--- config.mk ---
export PLATFORM = sky130hd
export DESIGN_NAME = dds_divide_seq
export DESIGN_NICKNAME = d
export VERILOG_FILES = /design/src/inc/dds_pkg.sv /design/src/design/dds_digit_timer.sv /design/src/design/dds_divide_seq.sv
export SDC_FILE = /design/constraint.sdc
export NUM_CORES = 1
export LEC_CHECK = 0
export ABC_AREA = 1
export BUFFER_PORTS_ARGS = -buffer_cell sky130_fd_sc_hd__buf_2
export CAP_MARGIN = 20
export CELL_PAD_IN_SITES_DETAIL_PLACEMENT = 2
export CELL_PAD_IN_SITES_GLOBAL_PLACEMENT = 2
export CORE_AREA = 2 2 210 232
export DETAILED_ROUTE_END_ITERATION = 6
export DIE_AREA = 0 0 212 234
export GPL_TIMING_DRIVEN = 1
export PLACE_DENSITY = 0.8
export SYNTH_ARGS = -nofsm -noshare
export SYNTH_HDL_FRONTEND = slang
export SYNTH_SLANG_ARGS = --single-unit
export TNS_END_PERCENT = 50
--- constraint.sdc ---
create_clock -name pclk -period 24 [get_ports pclk]
set_clock_uncertainty 0.1 [all_clocks]
set_input_delay 2.4 -clock pclk [delete_from_list [all_inputs] [get_ports pclk]]
set_output_delay 2.4 -clock pclk [all_outputs]
set_load 0.03 [all_outputs]
--- src/inc/dds_pkg.sv ---
package dds_pkg;
   // ****************************************
   // register map (byte addresses)
   // ****************************************
   localparam logic [7:0] DDS_OFF_CTRL   = 8'h00;
   localparam logic [7:0] DDS_OFF_STATUS = 8'h04;
   localparam logic [7:0] DDS_OFF_DIV_LO = 8'h08;
   localparam logic [7:0] DDS_OFF_DIV_HI = 8'h0c;
   localparam logic [7:0] DDS_OFF_UP_LO  = 8'h10;
   localparam logic [7:0] DDS_OFF_UP_HI  = 8'h14;
   localparam logic [7:0] DDS_OFF_LO_LO  = 8'h18;
   localparam logic [7:0] DDS_OFF_LO_HI  = 8'h1c;

   // control fields
   localparam int DDS_CTRL_START   = 0;
   localparam int DDS_CTRL_KEEP    = 1;
   localparam int DDS_CTRL_ACC_NEG = 2;
   localparam int DDS_CTRL_DIV_NEG = 3;

   // status fields
   localparam int DDS_ST_BUSY    = 0;
   localparam int DDS_ST_END     = 1;
   localparam int DDS_ST_REM_CTL = 2;
   localparam int DDS_ST_REM_NEG = 3;
   localparam int DDS_ST_QUO_NEG = 4;
   localparam int DDS_ST_QDL     = 5;
   localparam int DDS_ST_CYC_LSB = 8;

   // ****************************************
   // drum timing: digit slots within one word time
   // ****************************************
   localparam int         DDS_DIGIT_CYCLES = 4;
   localparam logic [4:0] DDS_LOW_SIGN     = 5'd0;
   localparam logic [4:0] DDS_LOW_HIGH     = 5'd10;
   localparam logic [4:0] DDS_LOW_OVF      = 5'd11;
   localparam logic [4:0] DDS_UP_SIGN      = 5'd12;
   localparam logic [4:0] DDS_UP_HIGH      = 5'd22;
   localparam logic [4:0] DDS_UP_OVF       = 5'd23;
   localparam logic [3:0] DDS_SHIFT_LAST   = 4'h9;

   localparam logic [31:0] DDS_RESET_WORD = 32'h0000_0000;

   typedef enum logic [1:0] {DDS_IDLE, DDS_SHIFT, DDS_SUB, DDS_ADD} dds_cyc_t;
endpackage

--- src/design/dds_digit_timer.sv ---
// ****************************************
// drum word and digit timing
// ****************************************
module dds_digit_timer
   import dds_pkg::*;
#(
   parameter int DIGIT_CYCLES = DDS_DIGIT_CYCLES
) (
   input  wire logic       pclk,
   input  wire logic       presetn,
   output logic      [4:0] digit_idx,
   output logic            digit_en,
   output logic            word_end
);
   logic [7:0] cnt_ff;
   logic [4:0] idx_ff;

   // last clock of each digit slot
   assign digit_en  = (cnt_ff == 8'(DIGIT_CYCLES - 1));
   assign word_end  = digit_en && (idx_ff == DDS_UP_OVF);
   assign digit_idx = idx_ff;

   // free-running, like the drum itself: nothing ever stops it
   always_ff @(posedge pclk or negedge presetn) begin
      if (!presetn) begin
         cnt_ff <= 8'h00;
         idx_ff <= 5'h00;
      end else if (digit_en) begin
         cnt_ff <= 8'h00;
         idx_ff <= (idx_ff == DDS_UP_OVF) ? 5'h00 : idx_ff + 5'h01;
      end else begin
         cnt_ff <= cnt_ff + 8'h01;
      end
   end
endmodule

--- src/design/dds_divide_seq.sv ---
// Functional notes
// - divide opens with a left shift cycle
// - shift moves dividend and quotient one digit left
// - shift count starts zero, plus one per shift
// - shift end sets complement add and true add
// - distributor zeros in lower, high and overflow digits
// - overflow-slot carry tells dividend sign change
// - quotient digit latch follows complement add at high digit
// - carry holds latches on for another reduction
// - repeated reduction adds one at lowest quotient digit
// - reduction carry at lowest quotient except first
// - overdraw drops complement add, starts correction
// - correction adds true divisor to upper once
// - correction end restarts shift unless end latch
// - tenth shift carry sets the end latch
// - final correction end clears divide latch
// - completion drops interlock for program control
// - resetting code zeroes upper on last correction
// - keeping code leaves remainder, remainder sign readout
// - remainder sign copied from dividend sign at start
module dds_divide_seq
   import dds_pkg::*;
#(
   parameter int DIGIT_CYCLES = DDS_DIGIT_CYCLES
) (
   input  wire logic        pclk,
   input  wire logic        presetn,
   input  wire logic        psel,
   input  wire logic        penable,
   input  wire logic        pwrite,
   input  wire logic [7:0]  paddr,
   input  wire logic [31:0] pwdata,
   output logic      [31:0] prdata,
   output logic             pready,
   output logic             pslverr,
   output logic             op_interlock,
   output logic             op_end_pulse,
   output logic             sign_minus_out,
   output logic             dist_zero_entry,
   output logic             carry_ins_lowest
);
   // ****************************************
   // decimal arithmetic helpers
   // ****************************************
   function automatic logic [44:0] bcd_add(input logic [43:0] a, input logic [43:0] b,
                                           input logic cin);
      logic [4:0]  s;
      logic        c;
      logic [43:0] r;
      c = cin;
      r = 44'h0;
      for (int i = 0; i < 11; i++) begin
         s = {1'b0, a[i*4 +: 4]} + {1'b0, b[i*4 +: 4]} + {4'h0, c};
         c = (s > 5'd9);
         r[i*4 +: 4] = c ? 4'(s - 5'd10) : s[3:0];
      end
      return {c, r};
   endfunction

   function automatic logic [43:0] nines(input logic [43:0] a);
      logic [43:0] r;
      r = 44'h0;
      for (int i = 0; i < 11; i++) begin
         r[i*4 +: 4] = 4'h9 - a[i*4 +: 4];
      end
      return r;
   endfunction

   // ****************************************
   // state
   // ****************************************
   dds_cyc_t    cyc_ff;
   logic        pend_ff, divide_ff, end_ff, comp_add_ff, true_add_ff, dist_true_ff;
   logic        qdl_ff, add_one_ff, first_ff, keep_ff, rem_ctl_ff;
   logic        rem_neg_ff, quo_neg_ff, interlock_ff, done_ff;
   logic        sign_ff, zero_ff, ins_ff;
   logic [43:0] up_ff;
   logic [39:0] lo_ff;
   logic [3:0]  cnt_ff;
   logic [39:0] div_ff;
   logic [31:0] prdata_ff;
   logic        pready_ff, pslverr_ff;
   logic [4:0]  digit_idx;
   logic        digit_en, word_end;

   dds_digit_timer #(
      .DIGIT_CYCLES (DIGIT_CYCLES)
   ) u_timer (
      .pclk      (pclk),
      .presetn   (presetn),
      .digit_idx (digit_idx),
      .digit_en  (digit_en),
      .word_end  (word_end)
   );

   // ****************************************
   // datapath results, used at the word boundary
   // ****************************************
   wire [44:0] sub_res   = bcd_add(up_ff, nines({4'h0, div_ff}), 1'b1);
   wire        ovf_carry = sub_res[44];
   wire [44:0] add_res   = bcd_add(up_ff, {4'h0, div_ff}, 1'b0);
   wire [44:0] lo_inc    = bcd_add({4'h0, lo_ff}, 44'h1, 1'b0);
   wire        cnt_carry = (cnt_ff == DDS_SHIFT_LAST);
   wire [43:0] up_shift  = {up_ff[39:0], lo_ff[39:36]};
   wire [39:0] lo_shift  = {lo_ff[35:0], 4'h0};
   wire        in_shift  = (cyc_ff == DDS_SHIFT);
   wire        in_sub    = (cyc_ff == DDS_SUB);
   wire        in_add    = (cyc_ff == DDS_ADD);
   wire        last_corr = in_add && word_end && end_ff;

   // ****************************************
   // apb decode
   // ****************************************
   wire        acc_phase = psel && penable && pready_ff;
   wire        wr_en     = acc_phase && pwrite && !pslverr_ff;
   wire        addr_ok   = (paddr[7:5] == 3'h0) && (paddr[1:0] == 2'h0);
   // data words only take bus writes while idle so a divide never sees torn operands
   wire        data_lock = interlock_ff && (paddr != DDS_OFF_CTRL) && (paddr != DDS_OFF_STATUS);
   wire        wr_bad    = pwrite && (!addr_ok || data_lock || (paddr == DDS_OFF_STATUS));
   wire        start_req = wr_en && (paddr == DDS_OFF_CTRL) && pwdata[DDS_CTRL_START]
                           && !interlock_ff;
   wire [31:0] status_w  = {22'h0, cyc_ff, 2'h0, qdl_ff, quo_neg_ff, rem_neg_ff,
                            rem_ctl_ff, end_ff, interlock_ff};
   wire [31:0] rdata_mux =
      (paddr == DDS_OFF_CTRL)   ? {30'h0, keep_ff, 1'b0} :
      (paddr == DDS_OFF_STATUS) ? status_w :
      (paddr == DDS_OFF_DIV_LO) ? div_ff[31:0] :
      (paddr == DDS_OFF_DIV_HI) ? {24'h0, div_ff[39:32]} :
      (paddr == DDS_OFF_UP_LO)  ? up_ff[31:0] :
      (paddr == DDS_OFF_UP_HI)  ? {20'h0, up_ff[43:32]} :
      (paddr == DDS_OFF_LO_LO)  ? lo_ff[31:0] :
      (paddr == DDS_OFF_LO_HI)  ? {20'h0, cnt_ff, lo_ff[39:32]} : DDS_RESET_WORD;

   // no wait state: answer is prepared in setup, pready high in the first access cycle
   always_ff @(posedge pclk or negedge presetn) begin
      if (!presetn) begin
         pready_ff  <= 1'b0;
         pslverr_ff <= 1'b0;
         prdata_ff  <= DDS_RESET_WORD;
      end else begin
         pready_ff  <= psel && !penable;
         pslverr_ff <= psel && !penable && (pwrite ? wr_bad : !addr_ok);
         if (psel && !penable) begin
            prdata_ff <= pwrite ? DDS_RESET_WORD : rdata_mux;
         end
      end
   end

   // ****************************************
   // operand and accumulator words
   // ****************************************
   always_ff @(posedge pclk or negedge presetn) begin
      if (!presetn) begin
         div_ff <= 40'h0;
         up_ff  <= 44'h0;
         lo_ff  <= 40'h0;
         cnt_ff <= 4'h0;
      // busy data-word writes are refused anyway; gating on the interlock keeps a
      // control write from swallowing a word-boundary datapath step
      end else if (wr_en && !interlock_ff) begin
         case (paddr)
            DDS_OFF_DIV_LO: div_ff[31:0]  <= pwdata;
            DDS_OFF_DIV_HI: div_ff[39:32] <= pwdata[7:0];
            DDS_OFF_UP_LO:  up_ff[31:0]   <= pwdata;
            DDS_OFF_UP_HI:  up_ff[43:32]  <= pwdata[11:0];
            DDS_OFF_LO_LO:  lo_ff[31:0]   <= pwdata;
            DDS_OFF_LO_HI:  lo_ff[39:32]  <= pwdata[7:0];
            DDS_OFF_CTRL:   cnt_ff        <= start_req ? 4'h0 : cnt_ff;
            default:        cnt_ff        <= cnt_ff;
         endcase
      end else if (word_end) begin
         case (cyc_ff)
            DDS_SHIFT: begin
               up_ff  <= up_shift;
               lo_ff  <= lo_shift;
               cnt_ff <= cnt_carry ? 4'h0 : cnt_ff + 4'h1;
            end
            DDS_SUB: begin
               up_ff <= sub_res[43:0];
               if (add_one_ff) begin
                  lo_ff <= lo_inc[39:0];
               end
            end
            DDS_ADD: begin
               up_ff <= (end_ff && !keep_ff) ? 44'h0 : add_res[43:0];
            end
            default: begin
               up_ff <= up_ff;
            end
         endcase
      end
   end

   // ****************************************
   // cycle sequencer, stepped only at word boundaries
   // ****************************************
   always_ff @(posedge pclk or negedge presetn) begin
      if (!presetn) begin
         cyc_ff       <= DDS_IDLE;
         pend_ff      <= 1'b0;
         divide_ff    <= 1'b0;
         end_ff       <= 1'b0;
         comp_add_ff  <= 1'b0;
         true_add_ff  <= 1'b0;
         dist_true_ff <= 1'b0;
         add_one_ff   <= 1'b0;
         first_ff     <= 1'b0;
         done_ff      <= 1'b0;
      end else begin
         done_ff <= 1'b0;
         if (start_req) begin
            pend_ff   <= 1'b1;
            divide_ff <= 1'b1;
            end_ff    <= 1'b0;
         end else if (word_end) begin
            case (cyc_ff)
               DDS_IDLE: begin
                  if (pend_ff) begin
                     pend_ff <= 1'b0;
                     cyc_ff  <= DDS_SHIFT;
                  end
               end
               DDS_SHIFT: begin
                  end_ff      <= end_ff || cnt_carry;
                  comp_add_ff <= 1'b1;
                  true_add_ff <= 1'b1;
                  first_ff    <= 1'b1;
                  add_one_ff  <= 1'b0;
                  cyc_ff      <= DDS_SUB;
               end
               DDS_SUB: begin
                  first_ff   <= 1'b0;
                  add_one_ff <= ovf_carry && qdl_ff;
                  if (ovf_carry && qdl_ff) begin
                     cyc_ff <= DDS_SUB;
                  end else begin
                     comp_add_ff  <= 1'b0;
                     dist_true_ff <= 1'b1;
                     cyc_ff       <= DDS_ADD;
                  end
               end
               DDS_ADD: begin
                  true_add_ff  <= 1'b0;
                  dist_true_ff <= 1'b0;
                  if (divide_ff && !qdl_ff && end_ff) begin
                     divide_ff <= 1'b0;
                     done_ff   <= 1'b1;
                     cyc_ff    <= DDS_IDLE;
                  end else if (divide_ff && !qdl_ff) begin
                     cyc_ff <= DDS_SHIFT;
                  end else begin
                     cyc_ff <= DDS_IDLE;
                  end
               end
               default: cyc_ff <= DDS_IDLE;
            endcase
         end
      end
   end

   // quotient digit latch sampled at upper high digit time
   always_ff @(posedge pclk or negedge presetn) begin
      if (!presetn) begin
         qdl_ff <= 1'b0;
      end else if (digit_en && digit_idx == DDS_UP_HIGH) begin
         qdl_ff <= comp_add_ff;
      end
   end

   // ****************************************
   // signs, remainder control, interlock
   // ****************************************
   always_ff @(posedge pclk or negedge presetn) begin
      if (!presetn) begin
         keep_ff      <= 1'b0;
         rem_ctl_ff   <= 1'b0;
         rem_neg_ff   <= 1'b0;
         quo_neg_ff   <= 1'b0;
         interlock_ff <= 1'b0;
      end else if (start_req) begin
         keep_ff      <= pwdata[DDS_CTRL_KEEP];
         rem_ctl_ff   <= 1'b0;
         rem_neg_ff   <= pwdata[DDS_CTRL_ACC_NEG];
         quo_neg_ff   <= pwdata[DDS_CTRL_ACC_NEG] ^ pwdata[DDS_CTRL_DIV_NEG];
         interlock_ff <= 1'b1;
      end else if (last_corr && !qdl_ff) begin
         rem_ctl_ff   <= keep_ff;
         interlock_ff <= 1'b0;
      end
   end

   // ****************************************
   // digit-timed control outputs
   // ****************************************
   // registered from the current slot, so they trail the slot by one clock
   wire zero_slot = (digit_idx <= DDS_LOW_OVF) || (digit_idx == DDS_UP_HIGH)
                    || (digit_idx == DDS_UP_OVF);
   wire rem_slot  = (digit_idx == DDS_UP_SIGN) && rem_ctl_ff;
   always_ff @(posedge pclk or negedge presetn) begin
      if (!presetn) begin
         zero_ff <= 1'b0;
         ins_ff  <= 1'b0;
         sign_ff <= 1'b0;
      end else begin
         zero_ff <= in_sub && zero_slot;
         ins_ff  <= in_sub && comp_add_ff && !first_ff;
         sign_ff <= rem_slot ? rem_neg_ff : quo_neg_ff;
      end
   end

   assign prdata           = prdata_ff;
   assign pready           = pready_ff;
   assign pslverr          = pslverr_ff;
   assign op_interlock     = interlock_ff;
   assign op_end_pulse     = done_ff;
   assign sign_minus_out   = sign_ff;
   assign dist_zero_entry  = zero_ff;
   assign carry_ins_lowest = ins_ff;

   // ****************************************
   // checks
   // ****************************************
   property p_first_shift;
      @(posedge pclk) disable iff (!presetn)
      (cyc_ff == DDS_IDLE) && pend_ff && word_end |=> (cyc_ff == DDS_SHIFT);
   endproperty
   a_first_shift: assert property (p_first_shift) else $error("divide did not open with shift");

   property p_count;
      @(posedge pclk) disable iff (!presetn)
      in_shift && word_end && !cnt_carry && !wr_en |=> cnt_ff == $past(cnt_ff) + 4'h1;
   endproperty
   a_count: assert property (p_count) else $error("shift count not advanced");

   property p_sub_setup;
      @(posedge pclk) disable iff (!presetn)
      in_shift && word_end |=> comp_add_ff && true_add_ff && (cyc_ff == DDS_SUB);
   endproperty
   a_sub_setup: assert property (p_sub_setup) else $error("subtract not set up");

   property p_qdl;
      @(posedge pclk) disable iff (!presetn)
      digit_en && (digit_idx == DDS_UP_HIGH) |=> qdl_ff == $past(comp_add_ff);
   endproperty
   a_qdl: assert property (p_qdl) else $error("quotient digit latch wrong");

   property p_again;
      @(posedge pclk) disable iff (!presetn)
      in_sub && word_end && ovf_carry && qdl_ff && !start_req |=> in_sub && comp_add_ff;
   endproperty
   a_again: assert property (p_again) else $error("carry did not repeat reduction");

   property p_overdraw;
      @(posedge pclk) disable iff (!presetn)
      in_sub && word_end && !ovf_carry |=> in_add && dist_true_ff && true_add_ff && !comp_add_ff;
   endproperty
   a_overdraw: assert property (p_overdraw) else $error("overdraw did not correct");

   property p_end_latch;
      @(posedge pclk) disable iff (!presetn)
      in_shift && word_end && cnt_carry |=> end_ff;
   endproperty
   a_end_latch: assert property (p_end_latch) else $error("tenth shift missed end");

   property p_stop;
      @(posedge pclk) disable iff (!presetn)
      last_corr && divide_ff && !qdl_ff |=> !divide_ff && done_ff && !interlock_ff ##1 !done_ff;
   endproperty
   a_stop: assert property (p_stop) else $error("divide did not stop");

   property p_rem_reset;
      @(posedge pclk) disable iff (!presetn)
      last_corr && !keep_ff && !wr_en |=> up_ff == 44'h0;
   endproperty
   a_rem_reset: assert property (p_rem_reset) else $error("remainder not cleared");

   property p_word_step;
      @(posedge pclk) disable iff (!presetn)
      (cyc_ff != $past(cyc_ff)) |-> $past(word_end);
   endproperty
   a_word_step: assert property (p_word_step) else $error("cycle changed inside a word");
endmodule

=== After elaboration in Yosys (flattened, before gate mapping) ===
Cells that the tools add are included.

* Output and inout bits: 39
* Word-level logic and storage cells: 344
* Flip-flop bits (word level): 193
* Input port bits: 45

* Add/subtract/negate cells: 97
* Reduce and logical (&&, ||, !) cells: 68
* Bitwise logic cells: 2
* Eq/ne operators: 25
* $lt $le $gt $ge: 33
* Multiplexer cells: 90

{| class="wikitable"
|+ Operators by type and width
! operator !! count
|-
| two-way mux 32 bit || 10
|-
| > comparator 5 x 4 -> 1 bit (second input constant) || 32
|-
| two-way mux 4 bit || 38
|-
| two-way mux 44 bit || 3
|-
| case mux 44 bit (3 select lines) || 1
|-
| subtractor 4 bit (second input constant) || 32
|-
| two-way mux 40 bit || 3
|-
| adder 4 x 4 -> 5 bit || 20
|-
| adder 5 x 1 -> 5 bit || 19
|-
| case mux 40 bit (2 select lines) || 1
|-
| adder 4 x 1 -> 5 bit || 10
|-
| subtractor 4 bit (first input constant) || 10
|-
| == test 8 x 5 -> 1 bit (second input constant) || 4
|-
| logical AND 1 bit || 27
|-
| two-way mux 1 bit || 24
|-
| two-way mux 12 bit || 2
|-
| nonzero test 2 bit || 9
|-
| == test 8 x 4 -> 1 bit (second input constant) || 2
|-
| two-way mux 8 bit || 2
|-
| inequality test 2 bit (second input constant) || 8
|-
| AND reduction 4 bit || 4
|-
| AND reduction 3 bit || 5
|-
| adder 5 x 1 -> 5 bit (second input constant) || 2
|-
| == test 5 bit (second input constant) || 2
|-
| other kinds (28) || 45
|}

=== Logic depth before layout (Yosys ltp) ===
Gate-level depths: netlist of the first run.

* Word-level depth: 28
* Mapped depth: 116
* Mapped depth without buffers: 116

=== Hierarchy ===
Synthesis of the first run repeated with hierarchy kept, for this count alone.

* Cells, all modules: 2433
* Area, all modules: 16955.0 µm²

{| class="wikitable"
|+ Modules (own cells, without submodules)
! module !! area an instance (µm²) !! times used !! sequential area each (µm²) !! cells each
|-
| dds_divide_seq || 16269.4 || 1 || 4504.3 || 2345
|-
| dds_digit_timer || 685.7 || 1 || 325.3 || 88
|}

=== Worst setup path after synthesis of the first run ===
OpenSTA, ideal clock, no wires.

* Path kind: register to register
* Start point: register up_ff[0]
* End point: register up_ff[41]
* Data required time: 23.823 ns
* Cell stages (with the launch flop): 113
* Setup time: 0.077 ns
* Clock period less this slack: 17.067 ns
* Setup slack: 6.933 ns
* Arrival: 16.890 ns
* Path through: dfrtp_1 -> ha_1 -> inv_1 -> fa_1 -> xor2_1 -> ha_1 -> inv_1 -> nor2_1 -> nand3_1 -> nand3_1 -> nand2_1 -> fa_1 -> inv_1 -> fa_1 -> inv_1 -> ha_1 -> a21oi_1 -> o21ai_0 -> [77 not listed] -> ha_1 -> o21ai_0 -> nand3_1 -> nand2_1 -> ha_1 -> ha_1 -> xnor2_1 -> ha_1 -> inv_1 -> nor2_1 -> nor2_1 -> nand2_1 -> nand2_1 -> nand2_1 -> nand2_1 -> o21ai_0 -> nand2_1 -> a21oi_1

* Longest elaborated chain between the ends: 27

{| class="wikitable"
|+ Ends and longest elaborated chain
! element !! RTL line !! source
|-
| from (decl) || dds_divide_seq.sv:77 || <nowiki>logic [43:0] up_ff;</nowiki>
|-
| from (signal assigned) || dds_divide_seq.sv:164 || <nowiki>DDS_OFF_UP_LO: up_ff[31:0] <= pwdata;</nowiki>
|-
| from (signal assigned) || dds_divide_seq.sv:174 || <nowiki>up_ff <= up_shift;</nowiki>
|-
| from (signal assigned) || dds_divide_seq.sv:179 || <nowiki>up_ff <= sub_res[43:0];</nowiki>
|-
| adder 4 x 4 -> 5 bit || dds_divide_seq.sv:53 || <nowiki>s = {1'b0, a[i*4 +: 4]} + {1'b0, b[i*4 +: 4]} + {4'h0, c};</nowiki>
|-
| adder 5 x 1 -> 5 bit or > comparator 5 x 4 -> 1 bit (tied branches) || dds_divide_seq.sv:53, dds_divide_seq.sv:54 ||
|-
| > comparator 5 x 4 -> 1 bit or adder 5 x 1 -> 5 bit (tied branches) || dds_divide_seq.sv:54, dds_divide_seq.sv:53 ||
|-
| adder 5 x 1 -> 5 bit or > comparator 5 x 4 -> 1 bit (tied branches) || dds_divide_seq.sv:53, dds_divide_seq.sv:54 ||
|-
| > comparator 5 x 4 -> 1 bit or adder 5 x 1 -> 5 bit (tied branches) || dds_divide_seq.sv:54, dds_divide_seq.sv:53 ||
|-
| adder 5 x 1 -> 5 bit or > comparator 5 x 4 -> 1 bit (tied branches) || dds_divide_seq.sv:53, dds_divide_seq.sv:54 ||
|-
| > comparator 5 x 4 -> 1 bit or adder 5 x 1 -> 5 bit (tied branches) || dds_divide_seq.sv:54, dds_divide_seq.sv:53 ||
|-
| adder 5 x 1 -> 5 bit or > comparator 5 x 4 -> 1 bit (tied branches) || dds_divide_seq.sv:53, dds_divide_seq.sv:54 ||
|-
| [11 not listed] || n/a ||
|-
| adder 5 x 1 -> 5 bit or > comparator 5 x 4 -> 1 bit (tied branches) || dds_divide_seq.sv:53, dds_divide_seq.sv:54 ||
|-
| > comparator 5 x 4 -> 1 bit or adder 4 x 1 -> 5 bit (tied branches) || dds_divide_seq.sv:54, dds_divide_seq.sv:53 ||
|-
| adder 5 x 1 -> 5 bit (tied with other cells) || dds_divide_seq.sv:53 ||
|-
| subtractor 4 bit (tied with other cells) || dds_divide_seq.sv:55 || <nowiki>r[i*4 +: 4] = c ? 4'(s - 5'd10) : s[3:0];</nowiki>
|-
| two-way mux 4 bit or two-way mux 44 bit (tied branches) || dds_divide_seq.sv:55, dds_divide_seq.sv:185 ||
|-
| case mux 44 bit (3 select lines) (*) || dds_divide_seq.sv:172 || <nowiki>case (cyc_ff)</nowiki>
|-
| two-way mux 44 bit (*) || dds_divide_seq.sv:171 || <nowiki>end else if (word_end) begin</nowiki>
|-
| two-way mux 44 bit (*) || dds_divide_seq.sv:160 || <nowiki>end else if (wr_en && !interlock_ff) begin</nowiki>
|}

Mark *: on every way between the ends. The rest lies on a longest branch, timed or not. The select of a mux whose other input is x is not followed.
A chain may end at the register's enable or synchronous reset.

=== Final worst setup path of the first run ===
* Start point: register up_ff[0]
* End point: register up_ff[43]

The elaborated chain is that of the path after synthesis.

==> results.sh, run 1 <==
export IMPL_rsz0062_at_grt="false"
export IMPL_grt_pass1_vias=19283
export IMPL_total_leakage_power_nw=9.68
export IMPL_cts_made_buffers=17
export IMPL_insertion_delay_ns=0.49
export IMPL_coreArea_um2=47400
export IMPL_cp_common_cell="inv_1"
export IMPL_critPathCaptureType="register"
export IMPL_hold_viol=0
export IMPL_yosysTopAreaCell="dfrtp_1"
export IMPL_pin_count=84
export IMPL_viasPerCell=5.54
export IMPL_timing_setup_tns_ns=0
export IMPL_dr_pass1_iters=5
export IMPL_die_y_um=234
export IMPL_grt_pass1_wl_mm=111
export IMPL_path_buf_inv=27
export IMPL_cts_tree="done"
export IMPL_track_usage_pct=29.3
export IMPL_synth_main_ff_cell="dfrtp_1"
export IMPL_startpoint_type="register"
export IMPL_synth_fp_nets=2643
export IMPL_cp_arrival_ns=20.87
export IMPL_crit_type="register to register"
export IMPL_synthToLayoutAreaGrowth_pct=9.58
export IMPL_grt_max_degree=84
export IMPL_place_area_um2=17900
export IMPL_synth_cell_types=54
export IMPL_drc=0
export IMPL_vias=17282
export IMPL_drt_initial_drc_count=863
export IMPL_max_slew_worst_pin_slew_ns=1.05
export IMPL_cts_htree_levels=4
export IMPL_ir_drop_mv=0.0574
export IMPL_clock_sinks=193
export IMPL_seq_area_frac_synth_pct=28.7
export IMPL_place_congestion=0.918
export IMPL_min_period_over_period_pct=85.6
export IMPL_max_freq_mhz=48.6
export IMPL_cpLargestDelayFamily="adder cells"
export IMPL_rows=84
export IMPL_hold_buffers=0
export IMPL_fin_nets=2695
export IMPL_syn_cell_area_um2=16800
export IMPL_setup_viol=0
export IMPL_worstPathMaxFanout=5
export IMPL_status="finished clean"
export IMPL_ys_top_cells_by_area="dfrtp_1 29%, nand2_1 12%, ha_1 11%, inv_1 7.2%, nand3_1 7.2%"
export IMPL_yosysTopAreaCellShare_pct=28.7
export IMPL_clockRootBuffer="clkbuf_16"
export IMPL_path_clk_slew_ns=0.08
export IMPL_slew_viol_final=0
export IMPL_wl_per_cell_um=22.6
export IMPL_clock_path_buffers=2
export IMPL_die_area_um2=49600
export IMPL_syn_area_per_cell_um2=6.98
export IMPL_port_buffers=83
export IMPL_postRouteAntennaNets=0
export IMPL_cpMaxStageDelayCell="fa_1"
export IMPL_whs_ns=0.365
export IMPL_ys_ff_latch=193
export IMPL_dp_hpwl_mm=53.7
export IMPL_postSynthCellCount=2412
export IMPL_wl_mm=70.6
export IMPL_ys_warn_count=0
export IMPL_drive_gt1_share_pct=7.15
export IMPL_cpPeakStageDelay_ns=0.47
export IMPL_synth_most_common_cell="nand2_1"
export IMPL_cts_setup_buffers=0
export IMPL_antenna_cells=0
export IMPL_cp_required_ns=24.31
export IMPL_cts_resized=0
export IMPL_hp_class="register to register"
export IMPL_start_util_pct=35.5
export IMPL_p_per_area_nw_per_um2=34.1
export IMPL_synth_edf_count=0
export IMPL_gr_total_overflow=0
export IMPL_stdcell_area_um2=18400
export IMPL_slew_headroom_pct=29.9
export IMPL_dieWidth_um=212
export IMPL_antenna_found_initial=1
export IMPL_synthTopCellsByCount="536 x nand2_1, 323 x inv_1, 251 x nor2_1"
export IMPL_async_flop_share_pct=100
export IMPL_cap_violations=0
export IMPL_min_period_ns=20.56
-- area by class of cell --
class | instances | area [µm²]
Fill cell | 5733 | 29000
Multi-Input combinational cell | 1816 | 10500
Sequential cell | 193 | 4830
Inverter | 334 | 1250
Tap cell | 645 | 807
Timing Repair Buffer | 102 | 576
Clock buffer | 17 | 425
Clock inverter | 13 | 90.1
-- report_power, final --
part	total (mW)	internal, mW	leakage, nW	switching (mW)
logic	0.0230	0.00483	6.78	0.0182
registers	0.326	0.325	2.64	0.000300
clock network	0.279	0.132	0.259	0.148
total	0.628	0.462	9.68	0.166
-- routing by layer --
layer | part of all wire, % | track usage (%)
met1 | 44 | 37.1
met2 | 50 | 51.8
met3 | 3.2 | 3.11
met4 | 3.1 | 10.3
met5 | 0 | 0
-- layout by cell type, fill, tap and decap left out, types with 23 or more instances in the layout --
cell / instances
inv_1: 323
nor3_1: 26
nand3_1: 242
a22oi_1: 23
ha_1: 147
nand2_1: 536
a21oi_1: 201
xnor2_1: 32
nor2_1: 250
fa_1: 38
o21ai_0: 164
dfrtp_1: 193
buf_2: 82
xor2_1: 36
-- path summary, 6_finish.rpt --
path,from,endpoint,slack (ns),cells past startpoint
setup / recovery,up_ff[0],up_ff[43],3.44,113
hold / removal,first_ff,carry_ins_lowest,0.37,1
setup reg to reg,up_ff[0],up_ff[43],3.44,113
hold reg to reg,first_ff,carry_ins_lowest,0.37,1
max in group asynchronous,presetn,divide_ff,20.59,2
min in group asynchronous,presetn,div_ff[17],1.81,1
-- cell families (layout without fill, tap and decap cells) --
| kind of cell | after synthesis | in the layout | share of synthesized area (%) |
|---|---|---|---|
| mux | 3 | 3 | 0.193 |
| fa+ha+maj | 186 | 186 | 15.5 |
| simple gates | 1090 | 1090 | 27.2 |
| buf+inv | 403 | 466 | 9.28 |
| compound gates | 469 | 469 | 15.5 |
| xor+xnor | 68 | 68 | 3.54 |
| flops | 193 | 193 | 28.7 |
-- stage by stage --
stage                     power (mW)  setup slack [ns]  utilization [%]  instances
after floorplan                0.338              6.93                -       2412
after global placement         0.355              5.50             37.8       3089
after detailed placement       0.355              3.69             37.8       3090
after CTS                      0.634              3.57             38.9       3120
after global routing           0.645              1.81             38.9       3120
final                          0.628              3.44             38.9       3120
-- registers in the layout, indices dropped and copies added, names as in the netlist, 2 cells and up --
name               cells
up_ff                 44
lo_ff                 40
prdata                32
u_timer.digit_idx      5
cnt_ff                 4
div_ff                40
u_timer.cnt_ff         8
cyc_ff                 2
No activity file was read; power rests on OpenSTA's default activity.
==> run 2: changes to the inputs <==
Settings changed: SKIP_LAST_GASP set to 1.
Clock period 24 ns to 20.6 ns, I/O delays scaled along.
==> run 2 against run 1 <==
Effect of this change:
- global-route usage decreased by 0.054 points
- largest power group unchanged
- highest routed layer unchanged
- worst hold slack got worse by 0.013 ns
- setup slack worse by 2.1 ns
- critical endpoint is now up_ff[41]
- clock-buffer cell count increased by 3
- via count increased by 0.36%
==> results.sh, run 2 (synthesized netlist as in run 1, its figures left out) <==
export IMPL_status="finished clean"
export IMPL_dr_pass1_iters=5
export IMPL_cts_made_buffers=17
export IMPL_clock_path_buffers=2
export IMPL_grt_pass1_vias=19296
export IMPL_fin_nets=2704
export IMPL_viasPerCell=5.54
export IMPL_wl_mm=71.0
export IMPL_final_cell_mix="528 x nand2_1, 319 x inv_1, 250 x nor2_1"
export IMPL_dieWidth_um=212
export IMPL_r2r_cells=115
export IMPL_stdcell_area_um2=18700
export IMPL_cp_required_ns=20.91
export IMPL_cpMaxStageDelayCell="fa_2"
export IMPL_power_frac_comb_pct=3.6
export IMPL_crit_type="register to register"
export IMPL_cpPeakStageDelay_ns=0.54
export IMPL_path_clk_slew_ns=0.08
export IMPL_hp_class="register to register"
export IMPL_route_met3_wl_mm=1.95
export IMPL_place_area_um2=17900
export IMPL_regMostFlops="up_ff"
export IMPL_top_layer="met4"
export IMPL_hold_depth=1
export IMPL_fin_cells=3131
export IMPL_cpLargestDelayFamily="adder cells"
export IMPL_postLayoutCoreUtil_pct=39.4
export IMPL_grt_max_degree=86
export IMPL_port_buffers=83
export IMPL_vias=17344
export IMPL_reg_top3="up_ff: 44 flops, div_ff: 40 flops, lo_ff: 40 flops"
export IMPL_setup_viol=0
export IMPL_min_period_ns=19.30
export IMPL_drive_gt1_share_pct=8.69
export IMPL_coreArea_um2=47400
export IMPL_min_period_over_period_pct=93.7
export IMPL_gr_total_overflow=0
export IMPL_worst_r2r_endpoint="up_ff[41]"
export IMPL_rr_startpoint="div_ff[0]"
export IMPL_slew_viol_final=0
export IMPL_dp_hpwl_mm=53.5
export IMPL_cts_tree="done"
export IMPL_cts_htree_levels=4
export IMPL_timing_setup_tns_ns=0
export IMPL_largest_reg_flops=44
export IMPL_wl_per_cell_um=22.7
export IMPL_p_total_mw=0.753
export IMPL_cap_violations=0
export IMPL_dp_cells=3089
export IMPL_start_util_pct=35.5
export IMPL_clockRootBuffer="clkbuf_16"
export IMPL_ir_drop_mv=0.0684
export IMPL_slew_headroom_pct=29.7
export IMPL_seq_power_share_pct=50.3
export IMPL_regToRegSetupSlack_ns=1.30
export IMPL_p_int_mw=0.558
export IMPL_cp_arrival_ns=19.61
export IMPL_hold_viol=0
export IMPL_total_leakage_power_nw=9.73
export IMPL_drt_initial_drc_count=984
export IMPL_startpoint_type="register"
export IMPL_synthToLayoutAreaGrowth_pct=11.0
export IMPL_antenna_found_initial=1
export IMPL_hold_buffers=0
export IMPL_final_common_cell="nand2_1"
export IMPL_p_clk_share_pct=46.1
export IMPL_worstPathMaxFanout=5
export IMPL_critPathCaptureType="register"
export IMPL_die_y_um=234
export IMPL_p_per_area_nw_per_um2=40.3
export IMPL_clock_sinks=193
export IMPL_rows=84
export IMPL_grt_pass1_wl_mm=111
export IMPL_die_area_um2=49600
export IMPL_drc=0
export IMPL_min_from="first_ff"
export IMPL_wl_met1_mm=31.7
export IMPL_p_sw_share_pct=25.9
export IMPL_pin_count=84
export IMPL_insertion_delay_ns=0.48
export IMPL_met2_length_mm=35.2
export IMPL_max_slew_worst_pin_slew_ns=1.05
export IMPL_track_usage_pct=29.3
export IMPL_max_freq_mhz=51.8
export IMPL_cp_common_cell="inv_1"
export IMPL_holdPathEnd="carry_ins_lowest"
export IMPL_p_switching_mw=0.195
export IMPL_path_buf_inv=32
export IMPL_place_congestion=0.922
export IMPL_postRouteAntennaNets=0
## run 2: worst max-delay path by stage
stage                         start        end  cells past startpoint
after floorplan            up_ff[0]  up_ff[41]                    112
after global placement     up_ff[0]  up_ff[41]                    114
after detailed placement   up_ff[0]  up_ff[41]                    112
after CTS                  up_ff[0]  up_ff[41]                    112
after global routing      div_ff[0]  up_ff[43]                    116
final                     div_ff[0]  up_ff[41]                    115
## run 2: area by class of cell
type,count,area (µm²)
Fill cell,5751,28700
Multi-Input combinational cell,1816,10600
Sequential cell,193,4830
Inverter,334,1250
Tap cell,645,807
Timing Repair Buffer,111,656
Clock buffer,20,457
Clock inverter,11,105
Antenna cell,1,2.50
## run 2: metal layers
metal / vias up / track usage [%]
li1: 7991 / -
met1: 8929 / 37.2
met2: 300 / 51.7
met3: 124 / 3.17
met4: 0 / 9.95
met5: - / 0
## run 2: worst reg2reg max path: cells and delay by family, from the launching register on
family          cells  cell delay, ns
xor+xnor            3            0.56
buf+inv            32            2.89
simple gates       33            3.55
compound gates     14            1.60
flops               1            0.41
fa+ha+maj          33           10.13
## run 2: power groups by stage
stage,sequential [mW],combinational [mW],clock (mW)
floorplan,0.388,0.00663,0
global placement,0.387,0.0269,0
detailed placement,0.387,0.0276,0
CTS,0.379,0.0277,0.355
global route,0.379,0.0299,0.364
finish,0.379,0.0269,0.347
## run 2: repair_timing
item                       in CTS  in global routing
gates resized for setup         0                 31
setup buffers                   0                 10
setup endpoints to repair       0                  7
## run 2: per-stage QoR
step	setup WS, ns	hold slack [ns]
after floorplan	3.53	0.310
after global placement	2.10	0.348
after detailed placement	0.310	0.350
after CTS	0.144	0.361
after global routing	-0.155	0.375
final	1.30	0.352
